==> config.mk <==
export PLATFORM = sky130hd
export DESIGN_NAME = crf_framer
export DESIGN_NICKNAME = d
export VERILOG_FILES = /design/src/hw/crf_ts_clock.v /design/src/hw/crf_framer.v
export VERILOG_INCLUDE_DIRS = /design/src /design/src/shared
export SDC_FILE = /design/constraint.sdc
export NUM_CORES = 1
export LEC_CHECK = 0
export ABC_AREA = 1
export BUFFER_PORTS_ARGS = -buffer_cell sky130_fd_sc_hd__buf_2
export CAP_MARGIN = 20
export CORE_ASPECT_RATIO = 0.8
export CORE_UTILIZATION = 65
export DETAILED_ROUTE_END_ITERATION = 10
export GPL_TIMING_DRIVEN = 1
export PLACE_DENSITY = 0.89
export SYNTH_ARGS = -nofsm -noshare
export SYNTH_HDL_FRONTEND = slang
export SYNTH_SLANG_ARGS = --single-unit
==> constraint.sdc <==
create_clock -name clk_i -period 10.6 [get_ports clk_i]
set_input_delay 3.18 -clock clk_i [delete_from_list [all_inputs] [get_ports clk_i]]
set_output_delay 3.18 -clock clk_i [all_outputs]
set_load 0.01 [all_outputs]
==> src/shared/crf_regs.vh <==
`ifndef CRF_REGS_VH
`define CRF_REGS_VH

// Frame subtypes
`define CRF_SUBTYPE_LEGACY 8'h00
`define CRF_SUBTYPE_HDLC_POS 8'h01
`define CRF_SUBTYPE_ETHERNET 8'h02
`define CRF_SUBTYPE_ATM_CELL 8'h03
`define CRF_SUBTYPE_AAL5_FRAME 8'h04
`define CRF_SUBTYPE_MULTICHANNEL_HDLC 8'h05
`define CRF_SUBTYPE_MULTICHANNEL_RAW 8'h06
`define CRF_SUBTYPE_MULTICHANNEL_ATM 8'h07

// Flag byte fields
`define CRF_FLAG_IF_LSB 0
`define CRF_FLAG_VARY_BIT 2
`define CRF_FLAG_TRUNC_BIT 3
`define CRF_FLAG_RXERR_BIT 4
`define CRF_FLAG_INTERR_BIT 5

// Record byte offsets
`define CRF_OFS_TS 16'h0000
`define CRF_OFS_SUBTYPE 16'h0008
`define CRF_OFS_FLAGS 16'h0009
`define CRF_OFS_RLEN 16'h000A
`define CRF_OFS_LCTR 16'h000C
`define CRF_OFS_WLEN 16'h000E
`define CRF_OFS_OFFSET 16'h0010
`define CRF_OFS_PAD 16'h0011
`define CRF_GEN_HDR_LEN 16'h0010
`define CRF_ETH_HDR_LEN 16'h0012
`define CRF_CAP_MAX (16'hFFFF - `CRF_ETH_HDR_LEN)

// Loss counter
`define CRF_LCTR_RESET 16'h0000
`define CRF_LCTR_MAX 16'hFFFF

// Time base
`define CRF_CLK_HZ 125000000
`define CRF_FRAC_ONE 64'h0000000100000000
`define CRF_FRAC_STEP (`CRF_FRAC_ONE / `CRF_CLK_HZ)
`define CRF_FRAC_REM (`CRF_FRAC_ONE % `CRF_CLK_HZ)
`define CRF_TS_ZERO_BITS 5

`endif

==> src/hw/crf_ts_clock.v <==
`timescale 1ns/10ps
`default_nettype none
`include "crf_regs.vh"
module crf_ts_clock (
	// Clock and reset
	input wire clk_i,
	input wire rst_i,
	// Seconds load
	input wire load_i,
	input wire [31:0] sec_i,
	// Current time
	output wire [63:0] ts_o
);
	localparam [63:0] STEP_W = `CRF_FRAC_STEP;
	localparam [63:0] REM_W = `CRF_FRAC_REM;
	localparam [31:0] STEP = STEP_W[31:0];
	localparam [31:0] REM = REM_W[31:0];
	localparam [31:0] HZ = `CRF_CLK_HZ;
	localparam [31:0] LOW_MASK = ~((32'h00000001 << `CRF_TS_ZERO_BITS) - 32'h1);

	reg [31:0] sec_r;
	reg [31:0] frac_r;
	reg [31:0] err_r;
	reg [63:0] ts_r;
	wire [32:0] err_sum;
	wire carry_one;
	wire [32:0] frac_sum;

	// Fraction advances by 2^32/clock rate; remainder spread Bresenham-style
	assign err_sum = {1'b0, err_r} + {1'b0, REM};
	assign carry_one = (err_sum >= {1'b0, HZ});
	assign frac_sum = {1'b0, frac_r} + {1'b0, STEP} + {32'h0, carry_one};

	always @(posedge clk_i) begin
		if (rst_i) begin
			sec_r <= 32'h00000000;
			frac_r <= 32'h00000000;
			err_r <= 32'h00000000;
			ts_r <= 64'h0000000000000000;
		end else begin
			if (load_i) begin
				sec_r <= sec_i;
				frac_r <= 32'h00000000;
				err_r <= 32'h00000000;
			end else begin
				frac_r <= frac_sum[31:0];
				err_r <= carry_one ? (err_sum[31:0] - HZ) : err_sum[31:0];
				sec_r <= sec_r + {31'h0, frac_sum[32]};
			end
			ts_r <= {sec_r, frac_r & LOW_MASK};
		end
	end

	assign ts_o = ts_r;
endmodule // crf_ts_clock
`default_nettype wire

==> src/hw/crf_framer.v <==
`timescale 1ns/10ps
`default_nettype none
`include "crf_regs.vh"
module crf_framer (
	// Clock and reset
	input wire clk_i,
	input wire rst_i,
	// Time of day load
	input wire ts_load_i,
	input wire [31:0] ts_sec_i,
	// Arrival and drop events
	input wire sof_i,
	input wire drop_i,
	// Frame descriptor
	input wire desc_valid_i,
	output wire desc_ready_o,
	input wire [15:0] desc_cap_len_i,
	input wire [15:0] desc_wire_len_i,
	input wire [1:0] desc_if_i,
	input wire desc_trunc_i,
	input wire desc_rx_err_i,
	input wire desc_int_err_i,
	// Payload bytes
	input wire pay_valid_i,
	output wire pay_ready_o,
	input wire [7:0] pay_data_i,
	// Record byte stream
	output wire rec_valid_o,
	input wire rec_ready_i,
	output wire [7:0] rec_data_o,
	output wire rec_last_o,
	// Status
	output wire busy_o,
	output wire [15:0] lctr_o
);
	localparam [1:0] ST_IDLE = 2'b00;
	localparam [1:0] ST_HDR = 2'b01;
	localparam [1:0] ST_PAY = 2'b10;
	localparam [15:0] HDR_LAST = `CRF_ETH_HDR_LEN - 16'h0001;

	wire [63:0] ts_now;

	reg [1:0] state_r;
	reg [15:0] idx_r;
	reg [15:0] cap_r;
	reg [15:0] rlen_r;
	reg [15:0] wlen_r;
	reg [15:0] lctr_r;
	reg [15:0] lctr_nxt;
	reg [15:0] rec_lctr_r;
	reg [15:0] last_rlen_r;
	reg [7:0] flags_r;
	reg [63:0] stamp_r;
	reg [63:0] rec_ts_r;
	reg have_len_r;
	reg vary_r;
	reg stamp_pend_r;
	reg ovr_r;
	reg desc_ready_r;
	reg pay_ready_r;
	reg rec_valid_r;
	reg [7:0] rec_data_r;
	reg rec_last_r;
	reg busy_r;

	wire accept;
	wire out_free;
	wire take;
	wire cap_big;
	wire [15:0] cap_eff;
	wire [15:0] rlen_new;
	wire vary_nxt;
	reg [7:0] flags_nxt;
	wire pay_end;

	crf_ts_clock u_ts (
		.clk_i(clk_i),
		.rst_i(rst_i),
		.load_i(ts_load_i),
		.sec_i(ts_sec_i),
		.ts_o(ts_now)
	);

	assign accept = desc_valid_i && desc_ready_r;
	assign out_free = !rec_valid_r || rec_ready_i;
	assign take = pay_valid_i && pay_ready_r;
	assign pay_end = (idx_r == cap_r - 16'h0001);

	// Clamp so the 16-bit length field cannot wrap
	assign cap_big = desc_cap_len_i > `CRF_CAP_MAX;
	assign cap_eff = cap_big ? `CRF_CAP_MAX : desc_cap_len_i;
	assign rlen_new = cap_eff + `CRF_ETH_HDR_LEN;
	assign vary_nxt = vary_r || (have_len_r && rlen_new != last_rlen_r);

	// Flag byte built from the field positions
	always @* begin
		flags_nxt = 8'h00;
		flags_nxt[`CRF_FLAG_IF_LSB +: 2] = desc_if_i;
		flags_nxt[`CRF_FLAG_VARY_BIT] = vary_nxt;
		flags_nxt[`CRF_FLAG_TRUNC_BIT] = desc_trunc_i || cap_big;
		flags_nxt[`CRF_FLAG_RXERR_BIT] = desc_rx_err_i;
		flags_nxt[`CRF_FLAG_INTERR_BIT] = desc_int_err_i || ovr_r;
	end

	// Header byte at a given record offset
	function [7:0] hdr_byte;
		input [15:0] idx;
		reg [2:0] lane;
		begin
			lane = idx[2:0];
			hdr_byte = 8'h00;
			if (idx < `CRF_OFS_SUBTYPE) begin
				hdr_byte = rec_ts_r[{lane, 3'b000} +: 8];
			end else begin
				case (idx)
					`CRF_OFS_SUBTYPE: hdr_byte = `CRF_SUBTYPE_ETHERNET;
					`CRF_OFS_FLAGS: hdr_byte = flags_r;
					`CRF_OFS_RLEN: hdr_byte = rlen_r[15:8];
					`CRF_OFS_RLEN + 16'h1: hdr_byte = rlen_r[7:0];
					`CRF_OFS_LCTR: hdr_byte = rec_lctr_r[15:8];
					`CRF_OFS_LCTR + 16'h1: hdr_byte = rec_lctr_r[7:0];
					`CRF_OFS_WLEN: hdr_byte = wlen_r[15:8];
					`CRF_OFS_WLEN + 16'h1: hdr_byte = wlen_r[7:0];
					`CRF_OFS_OFFSET: hdr_byte = 8'h00;
					`CRF_OFS_PAD: hdr_byte = 8'h00;
					default: hdr_byte = 8'h00;
				endcase
			end
		end
	endfunction

	// Loss counter: drops since last record, saturating
	always @* begin
		lctr_nxt = lctr_r;
		if (accept) begin
			// A drop in the same cycle counts toward the next record
			lctr_nxt = drop_i ? 16'h0001 : `CRF_LCTR_RESET;
		end else if (drop_i && lctr_r != `CRF_LCTR_MAX) begin
			lctr_nxt = lctr_r + 16'h0001;
		end
	end

	always @(posedge clk_i) begin
		if (rst_i) begin
			lctr_r <= `CRF_LCTR_RESET;
			rec_lctr_r <= `CRF_LCTR_RESET;
		end else begin
			lctr_r <= lctr_nxt;
			if (accept) begin
				rec_lctr_r <= lctr_r;
			end
		end
	end

	// Arrival stamp held until its descriptor is taken
	always @(posedge clk_i) begin
		if (rst_i) begin
			stamp_r <= 64'h0000000000000000;
			stamp_pend_r <= 1'b0;
		end else if (sof_i) begin
			stamp_r <= ts_now;
			stamp_pend_r <= 1'b1;
		end else if (accept) begin
			stamp_pend_r <= 1'b0;
		end
	end

	// Second arrival before the first was framed loses a stamp
	always @(posedge clk_i) begin
		if (rst_i) begin
			ovr_r <= 1'b0;
		end else if (sof_i && stamp_pend_r && !accept) begin
			ovr_r <= 1'b1;
		end else if (accept) begin
			ovr_r <= 1'b0;
		end
	end

	// Stamp that goes into the record being framed
	always @(posedge clk_i) begin
		if (rst_i) begin
			rec_ts_r <= 64'h0000000000000000;
		end else if (accept) begin
			rec_ts_r <= stamp_pend_r ? stamp_r : ts_now;
		end
	end

	// Descriptor capture
	always @(posedge clk_i) begin
		if (rst_i) begin
			cap_r <= 16'h0000;
			rlen_r <= 16'h0000;
			wlen_r <= 16'h0000;
			flags_r <= 8'h00;
		end else if (accept) begin
			cap_r <= cap_eff;
			rlen_r <= rlen_new;
			wlen_r <= desc_wire_len_i;
			flags_r <= flags_nxt;
		end
	end

	// Length history; varying flag is sticky once lengths differ
	always @(posedge clk_i) begin
		if (rst_i) begin
			last_rlen_r <= 16'h0000;
			have_len_r <= 1'b0;
			vary_r <= 1'b0;
		end else if (accept) begin
			last_rlen_r <= rlen_new;
			have_len_r <= 1'b1;
			vary_r <= vary_nxt;
		end
	end

	// Record emission
	always @(posedge clk_i) begin
		if (rst_i) begin
			state_r <= ST_IDLE;
			idx_r <= 16'h0000;
			desc_ready_r <= 1'b0;
			pay_ready_r <= 1'b0;
			rec_valid_r <= 1'b0;
			rec_data_r <= 8'h00;
			rec_last_r <= 1'b0;
			busy_r <= 1'b0;
		end else begin
			if (rec_valid_r && rec_ready_i) begin
				rec_valid_r <= 1'b0;
			end
			case (state_r)
				ST_IDLE: begin
					pay_ready_r <= 1'b0;
					if (accept) begin
						desc_ready_r <= 1'b0;
						busy_r <= 1'b1;
						idx_r <= `CRF_OFS_TS;
						state_r <= ST_HDR;
					end else begin
						desc_ready_r <= 1'b1;
					end
				end
				ST_HDR: begin
					if (out_free) begin
						rec_data_r <= hdr_byte(idx_r);
						rec_valid_r <= 1'b1;
						rec_last_r <= (idx_r == HDR_LAST) && (cap_r == 16'h0000);
						if (idx_r == HDR_LAST) begin
							idx_r <= 16'h0000;
							if (cap_r == 16'h0000) begin
								state_r <= ST_IDLE;
								desc_ready_r <= 1'b1;
								busy_r <= 1'b0;
							end else begin
								state_r <= ST_PAY;
							end
						end else begin
							idx_r <= idx_r + 16'h0001;
						end
					end
				end
				ST_PAY: begin
					if (take) begin
						rec_data_r <= pay_data_i;
						rec_valid_r <= 1'b1;
						rec_last_r <= pay_end;
						pay_ready_r <= 1'b0;
						idx_r <= idx_r + 16'h0001;
						if (pay_end) begin
							state_r <= ST_IDLE;
							desc_ready_r <= 1'b1;
							busy_r <= 1'b0;
						end
					end else begin
						// Offer a byte only when the output slot is empty next
						pay_ready_r <= !(rec_valid_r && !rec_ready_i);
					end
				end
				default: begin
					state_r <= ST_IDLE;
					desc_ready_r <= 1'b0;
					pay_ready_r <= 1'b0;
					busy_r <= 1'b0;
				end
			endcase
		end
	end

	// Outputs straight from registers
	assign desc_ready_o = desc_ready_r;
	assign pay_ready_o = pay_ready_r;
	assign rec_valid_o = rec_valid_r;
	assign rec_data_o = rec_data_r;
	assign rec_last_o = rec_last_r;
	assign busy_o = busy_r;
	assign lctr_o = lctr_r;
endmodule // crf_framer
`default_nettype wire

==> summary.md, run 1 <==
| Metric | Value |
|---|---|
| Placed Cells | `3100` |
| Pre-Repair DR Iteration Count | `6` |
| Cell taking the most area after synthesis | `dfxtp_1` |
| Pin count of the biggest net entering global routing | `120` |
| Io pins | `114` |
| Vias per cell | `5.71` |
| DIE AREA | `0.0294 sq mm` |
| Worst Setup SP | `u_ts.err_r[7]$_SDFF_PP0_` |
| Share of cells above drive strength 1 | `9.35%` |
| Setup TNS | `0 ns` |
| Die span in y | `153 um` |
| Post-synth EDFFs | `0` |
| Worst slack, placed | `2.92 ns` |
| RSZ-0062 raised after global routing | `no` |
| # port buffers | `113` |
| Leak | `0.00860 uW` |
| Finished Cell Area | `0.0206 sq mm` |
| Final setup viols | `0` |
| Vias | `18.1k` |
| Final WL | `50100 um` |
| Most Crowded Layer GR | `met2` |
| Overflow after GRT | `0` |
| FF-to-FF Start | `u_ts.err_r[7]$_SDFF_PP0_` |
| TritonCTS buffer count | `39` |
| Syn Inst Count | `2715` |
| Iteration-0 DRC Markers | `1885` |
| Post-DP Area | `0.0193 sq mm` |
| Critical setup path kind | `register to register` |
| Critical Path RT | `11.04 ns` |
| GRT met3 Usage | `4.57%` |
| Share of the synthesized area in the top cell type | `41.5%` |
| Worst min path class | `register to register` |
| Peak VDD IR | `0.000182 V` |
| DR WL/cell | `15.8 um` |
| CTS sink cnt | `386` |
| Ranking of synthesized cells by area | `dfxtp_1, nand2_1, nor2_1` |
| Top-count cell post-synth | `nand2_1` |
| Ys Warns | `0` |
| Syn nets | `2819` |
| Post-synth design cell area | `0.0186 sq mm` |
| Number of global-route vias before repair | `16.8k` |
| Tightest Pin Transition | `1.08 ns` |
| Area grow syn2layout | `10.6%` |
| Maxcap violations | `0` |
| Layout Cells excl Fill | `3172` |
| Final worst slack | `2.79 ns` |
| Yosys reg bits | `386` |
| Power density cells | `212 mW/mm^2` |
| First-pass GRT wire length | `81100 um` |
| Crit. End Element | `register` |
| Cts repair resizes | `0` |
| Met2 Use GR | `54.6%` |
| CTS tree | `built` |
| HPWL Detailed | `34800 um` |
| H-tree levels | `2` |
| Setup bufs post-CTS | `0` |
| Distinct cell type count after synthesis | `46` |
| Final #Nets | `2875` |
| Final Hold Fails | `0` |
| Total track usage | `33.7%` |
| Status | `completed` |
| Synth cell count leaders | `nand2_1, nor2_1, dfxtp_1` |
| GPL Wtd Cong | `0.982` |
| Initial Util | `66.1%` |
| Met1 usage | `46.6%` |
| Slew Limit Fails | `0` |
| Worst-case hold slack | `0.430 ns` |
| Crit-path max cell delay | `0.47 ns` |
| HP Start | `u_ts.sec_r[0]$_SDFF_PP0_` |
| Crit path DAT | `8.25 ns` |
| Syn Area/Cell | `6.87 sq um` |
| Row count | `55` |
| Element type at the critical path start | `register` |
| Clk_lat worst skew | `0.54 ns` |
| Clock period minus worst slack | `7.81 ns` |
| CTS Hold Bufs | `0` |
| DRC Markers | `0` |
| Core area | `0.0282 sq mm` |
| Ys async rst share | `0%` |
| CP max stage cell | `dfxtp_1` |
| Final period utilization | `73.7%` |
| CTS Buffer Depth | `3` |
| Clock transition at path regs | `0.06 ns` |
| Slew Limit Headroom | `28.1%` |
| Clk_skew | `0.0122 ns` |
| Register area share after synthesis | `41.5%` |
| Filler cells | `2206` |
| Root Driver | `clkbuf_16` |
| Die width | `191 um` |
| Initial antenna violation count | `0` |
| # diodes | `0` |
| Post-DRT Antenna Nets | `0` |
| Top_reg_cell synth | `dfxtp_1` |
| CP max FO | `26` |
| Peak Freq | `128 MHz` |
per-stage QoR:
step / total power (uW) / util [%]
final: 4370 / 73.1
after global routing: 4590 / 73.1
after CTS: 4340 / 73.1
after detailed placement: 2960 / 68.5
after global placement: 2930 / 68.5
after floorplan: 2680 / -
layout by cell type, fill, tap and decap left out, types with 7 or more instances in the layout:
cell | Yosys | layout
nand2_1 | 411 | 410
nor2_1 | 400 | 399
xor2_1 | 66 | 66
ha_1 | 19 | 19
inv_2 | 18 | 19
a21oi_2 | 7 | 7
nand4_1 | 42 | 42
clkbuf_16 | 0 | 40
nor3b_1 | 9 | 9
o21ai_1 | 7 | 7
buf_4 | 4 | 13
a211oi_1 | 7 | 7
o22ai_1 | 75 | 75
buf_2 | 1 | 112
clkbuf_1 | 96 | 7
clkinv_2 | 0 | 11
nand2_2 | 23 | 24
a21oi_1 | 245 | 245
dfxtp_1 | 386 | 385
nor4_1 | 20 | 20
o21ai_0 | 235 | 235
clkbuf_8 | 0 | 7
nand3_1 | 143 | 143
inv_1 | 384 | 384
xnor2_1 | 16 | 16
nor3_1 | 46 | 46
area by class of cell:
type | instances | area [sq um] | share of cell area (%)
Tap cell | 370 | 463 | 2.24
Clock inverter | 18 | 166 | 0.807
Inverter | 406 | 1520 | 7.39
Sequential cell | 386 | 7730 | 37.5
Multi-Input combinational cell | 1813 | 8960 | 43.4
Clock buffer | 54 | 1120 | 5.45
Timing Repair Buffer | 125 | 658 | 3.19
registers in the layout, summed over array words and instances, names as in the netlist, 2 cells and up:
name	cells
rec_lctr_r	16
u_ts.ts_o	59
lctr_o	16
stamp_r	59
flags_r	6
cap_r	16
u_ts.sec_r	32
rec_data_o	8
last_rlen_r	15
rec_ts_r	59
idx_r	16
state_r	2
u_ts.err_r	26
wlen_r	16
u_ts.frac_r	32
power by group:
| part | internal [uW] | switching, uW | leakage, uW | total [uW] |
|---|---|---|---|---|
| clock | 798 | 598 | 0.000647 | 1400 |
| sequential | 1580 | 103 | 0.00315 | 1680 |
| combinational | 405 | 889 | 0.00481 | 1290 |
per-layer routing:
metal	up-vias	share of wire (%)
li1	8900	-
met4	0	2.2
met3	100	8.3
met1	8317	44
met5	-	0
met2	805	45
cells by family after synthesis:
| group | count (synthesis) | share of synthesized area (%) |
|---|---|---|
| XOR/XNOR | 84 | 4.09 |
| adder cells (fa/ha/maj) | 19 | 1.28 |
| flip-flops | 386 | 41.5 |
| multiplexers | 1 | 0.0537 |
| AO/OA/AOI/OAI | 593 | 16.9 |
| buffers and inverters | 516 | 10.6 |
| AND/OR/NAND/NOR | 1116 | 25.6 |
final timing paths:
kind	depth (start not counted)	slack, ns	to
worst max-delay path	46	2.79	u_ts.sec_r[28]$_SDFF_PP0_
worst min-delay path	2	0.43	u_ts.ts_o[32]$_SDFF_PP0_
worst max register to register	46	2.79	u_ts.sec_r[28]$_SDFF_PP0_
worst min register to register	2	0.43	u_ts.ts_o[32]$_SDFF_PP0_
critical path: cells and delay by family (launching register included):
family                   cells  cell delay [ns]
AND/OR/NAND/NOR             32             5.33
flip-flops                   1             0.47
buffers and inverters        7             0.61
AO/OA/AOI/OAI                1             0.14
XOR/XNOR                     1             0.08
adder cells (fa/ha/maj)      5             1.10
(Power assumes the default switching activity.)
==> run 2, diff against run 1 <==
--- a/config.mk
+++ b/config.mk
@@ -10,10 +10,10 @@
 export BUFFER_PORTS_ARGS = -buffer_cell sky130_fd_sc_hd__buf_2
 export CAP_MARGIN = 20
 export CORE_ASPECT_RATIO = 0.8
-export CORE_UTILIZATION = 65
+export CORE_UTILIZATION = 61
 export DETAILED_ROUTE_END_ITERATION = 10
 export GPL_TIMING_DRIVEN = 1
-export PLACE_DENSITY = 0.89
+export PLACE_DENSITY = 0.85
 export SYNTH_ARGS = -nofsm -noshare
 export SYNTH_HDL_FRONTEND = slang
 export SYNTH_SLANG_ARGS = --single-unit
==> constraint.sdc (replaced) <==
create_clock -name clk_i -period 8 [get_ports clk_i]
set_input_delay 2.4 -clock clk_i [delete_from_list [all_inputs] [get_ports clk_i]]
set_output_delay 2.4 -clock clk_i [all_outputs]
set_load 0.01 [all_outputs]
==> summary.md, run 2 (synthesis results as in run 1) <==
| Metric | Value |
|---|---|
| Layout Cells excl Fill | `3211 (+1.2%)` |
| Final WL | `51100 um (+1.9%)` |
| Vias | `18.2k (+0.25%)` |
| DRC Markers | `0 (unchanged)` |
| Crit-path max cell delay | `0.40 ns (-0.07 ns)` |
| Clk_lat worst skew | `0.55 ns (about the same)` |
| CP max FO | `22 (-15%)` |
| Finished Cell Area | `0.0208 sq mm (+0.72%)` |
| Iteration-0 DRC Markers | `1808 (-4.1%)` |
| Final setup viols | `0 (unchanged)` |
| CP max stage cell | `dfxtp_2` |
| Number of global-route vias before repair | `16.7k (-0.26%)` |
| Root Driver | `clkbuf_16` |
| Critical Path RT | `8.44 ns (-2.60 ns)` |
| Area grow syn2layout | `11.4%` |
| HPWL Detailed | `35800 um (+2.9%)` |
| Total power | `5800 uW (+33%)` |
| Final Util | `69.9% (-3.2 points)` |
| Initial Util | `62.7% (-3.3 points)` |
| Final #Nets | `2879 (+0.14%)` |
| Power density cells | `279 mW/mm^2 (+32%)` |
| Maxcap violations | `0 (unchanged)` |
| GPL Wtd Cong | `0.918 (-6.5%)` |
| # diodes | `0 (unchanged)` |
| Placed Cells | `3139 (+1.3%)` |
| Tightest Pin Transition | `1.02 ns (-0.0600 ns)` |
| Share of cells above drive strength 1 | `9.88% (+0.52 points)` |
| Slew Limit Headroom | `32.1% (+4.0 points)` |
| # port buffers | `113 (unchanged)` |
| Total track usage | `32.3% (-1.4 points)` |
| CTS Buffer Depth | `3 (unchanged)` |
| DIE AREA | `0.0313 sq mm (+6.5%)` |
| Pre-Repair DR Iteration Count | `8 (+2)` |
| Filler cells | `2477 (+12%)` |
| Critical setup path kind | `register to register` |
| Most frequent cells in the layout | `nand2_1, nor2_1, inv_1, dfxtp_1, a21oi_1` |
| Crit path DAT | `7.50 ns (-0.75 ns)` |
| Pin count of the biggest net entering global routing | `110 (-8.3%)` |
| Core area | `0.0297 sq mm (+5.3%)` |
| Final period utilization | `88.2% (+15 points)` |
| Clock transition at path regs | `0.06 ns (about the same)` |
| Clk_skew | `0.0149 ns (+0.00275 ns)` |
| Element type at the critical path start | `register` |
| Final Hold Fails | `0 (unchanged)` |
| Vias per cell | `5.66 (-0.97%)` |
| Peak Freq | `142 MHz (+11%)` |
| Post-DP Area | `0.0194 sq mm (+0.35%)` |
| Io pins | `114 (unchanged)` |
| RSZ-0062 raised after global routing | `no` |
| Post-DRT Antenna Nets | `0 (unchanged)` |
| CTS Hold Bufs | `0 (unchanged)` |
| Setup TNS | `0 ns (unchanged)` |
| Worst min path class | `register to register` |
| CTS sink cnt | `386 (unchanged)` |
| Peak VDD IR | `0.000366 V (+100%)` |
| H-tree levels | `2 (unchanged)` |
| Row count | `56 (+1.8%)` |
| Leak | `0.00863 uW (+0.30%)` |
| CTS tree | `built` |
| DR WL/cell | `15.9 um (+0.67%)` |
| Die width | `197 um (+3.2%)` |
| TritonCTS buffer count | `38 (-2.6%)` |
| Initial antenna violation count | `0 (unchanged)` |
| Crit. End Element | `register` |
| Clock period minus worst slack | `7.05 ns (-0.754 ns)` |
| Slew Limit Fails | `0 (unchanged)` |
| Die span in y | `158 um (+3.2%)` |
| Status | `completed` |
| Overflow after GRT | `0 (unchanged)` |
| First-pass GRT wire length | `81900 um (+0.91%)` |
| Most common cell after layout, fill and taps aside | `nand2_1` |
-- run 2: repair_timing --
action	CTS	global route
hold endpoints to repair	0	0
resized for setup	0	9
setup buffers	0	1
endpoints found under the setup margin	0	11
-- run 2: worst paths after layout --
kind         slack [ns]                         to  cells after the start                     start
max                0.95  u_ts.sec_r[22]$_SDFF_PP0_                     46  u_ts.err_r[7]$_SDFF_PP0_
min                0.43   u_ts.ts_o[32]$_SDFF_PP0_                      2  u_ts.sec_r[0]$_SDFF_PP0_
max reg2reg        0.95  u_ts.sec_r[22]$_SDFF_PP0_                     46  u_ts.err_r[7]$_SDFF_PP0_
min reg2reg        0.43   u_ts.ts_o[32]$_SDFF_PP0_                      2  u_ts.sec_r[0]$_SDFF_PP0_
-- run 2: power by group --
group | internal [uW] | leakage [uW] | total [uW] | switching, uW
sequential | 2090 | 0.00315 | 2220 | 138
clock | 1070 | 0.000642 | 1860 | 792
combinational | 550 | 0.00484 | 1720 | 1170
-- run 2: metrics by stage --
| step | setup slack [ns] | hold WS (ns) |
|---|---|---|
| after CTS | 0.417 | 0.435 |
| after global placement | 0.855 | 0.424 |
| after global routing | 0.0471 | 0.446 |
| after detailed placement | 0.491 | 0.427 |
| final | 0.945 | 0.431 |
| after floorplan | 1.90 | 0.407 |
-- run 2: per-layer routing --
metal	GRT usage (%)	vias up	share of wire, %
li1	-	8913	-
met5	0	-	0
met3	4.81	105	8.9
met1	44.8	8399	44
met4	8.19	0	2.0
met2	52.6	750	45
-- run 2: layout make-up --
cell class | instances | area, sq um | area share [%]
tap | 406 | 508 | 2.45
inverter | 406 | 1520 | 7.34
clock inverter | 22 | 225 | 1.08
timing repair buffer | 130 | 708 | 3.41
sequential | 386 | 7730 | 37.2
clock buffer | 48 | 1080 | 5.20
multi-input combinational | 1813 | 8990 | 43.3
-- run 2: worst max-delay path, delay by kind of cell (launching register included) --
| family | cells | cell delay, ns |
|---|---|---|
| and+or+nand+nor | 33 | 4.66 |
| buffers and inverters | 6 | 0.56 |
| AOI/OAI and AO/OA | 1 | 0.15 |
| adders and majority gates | 5 | 1.04 |
| xor gates and xnor gates | 1 | 0.13 |
| DFF | 1 | 0.40 |
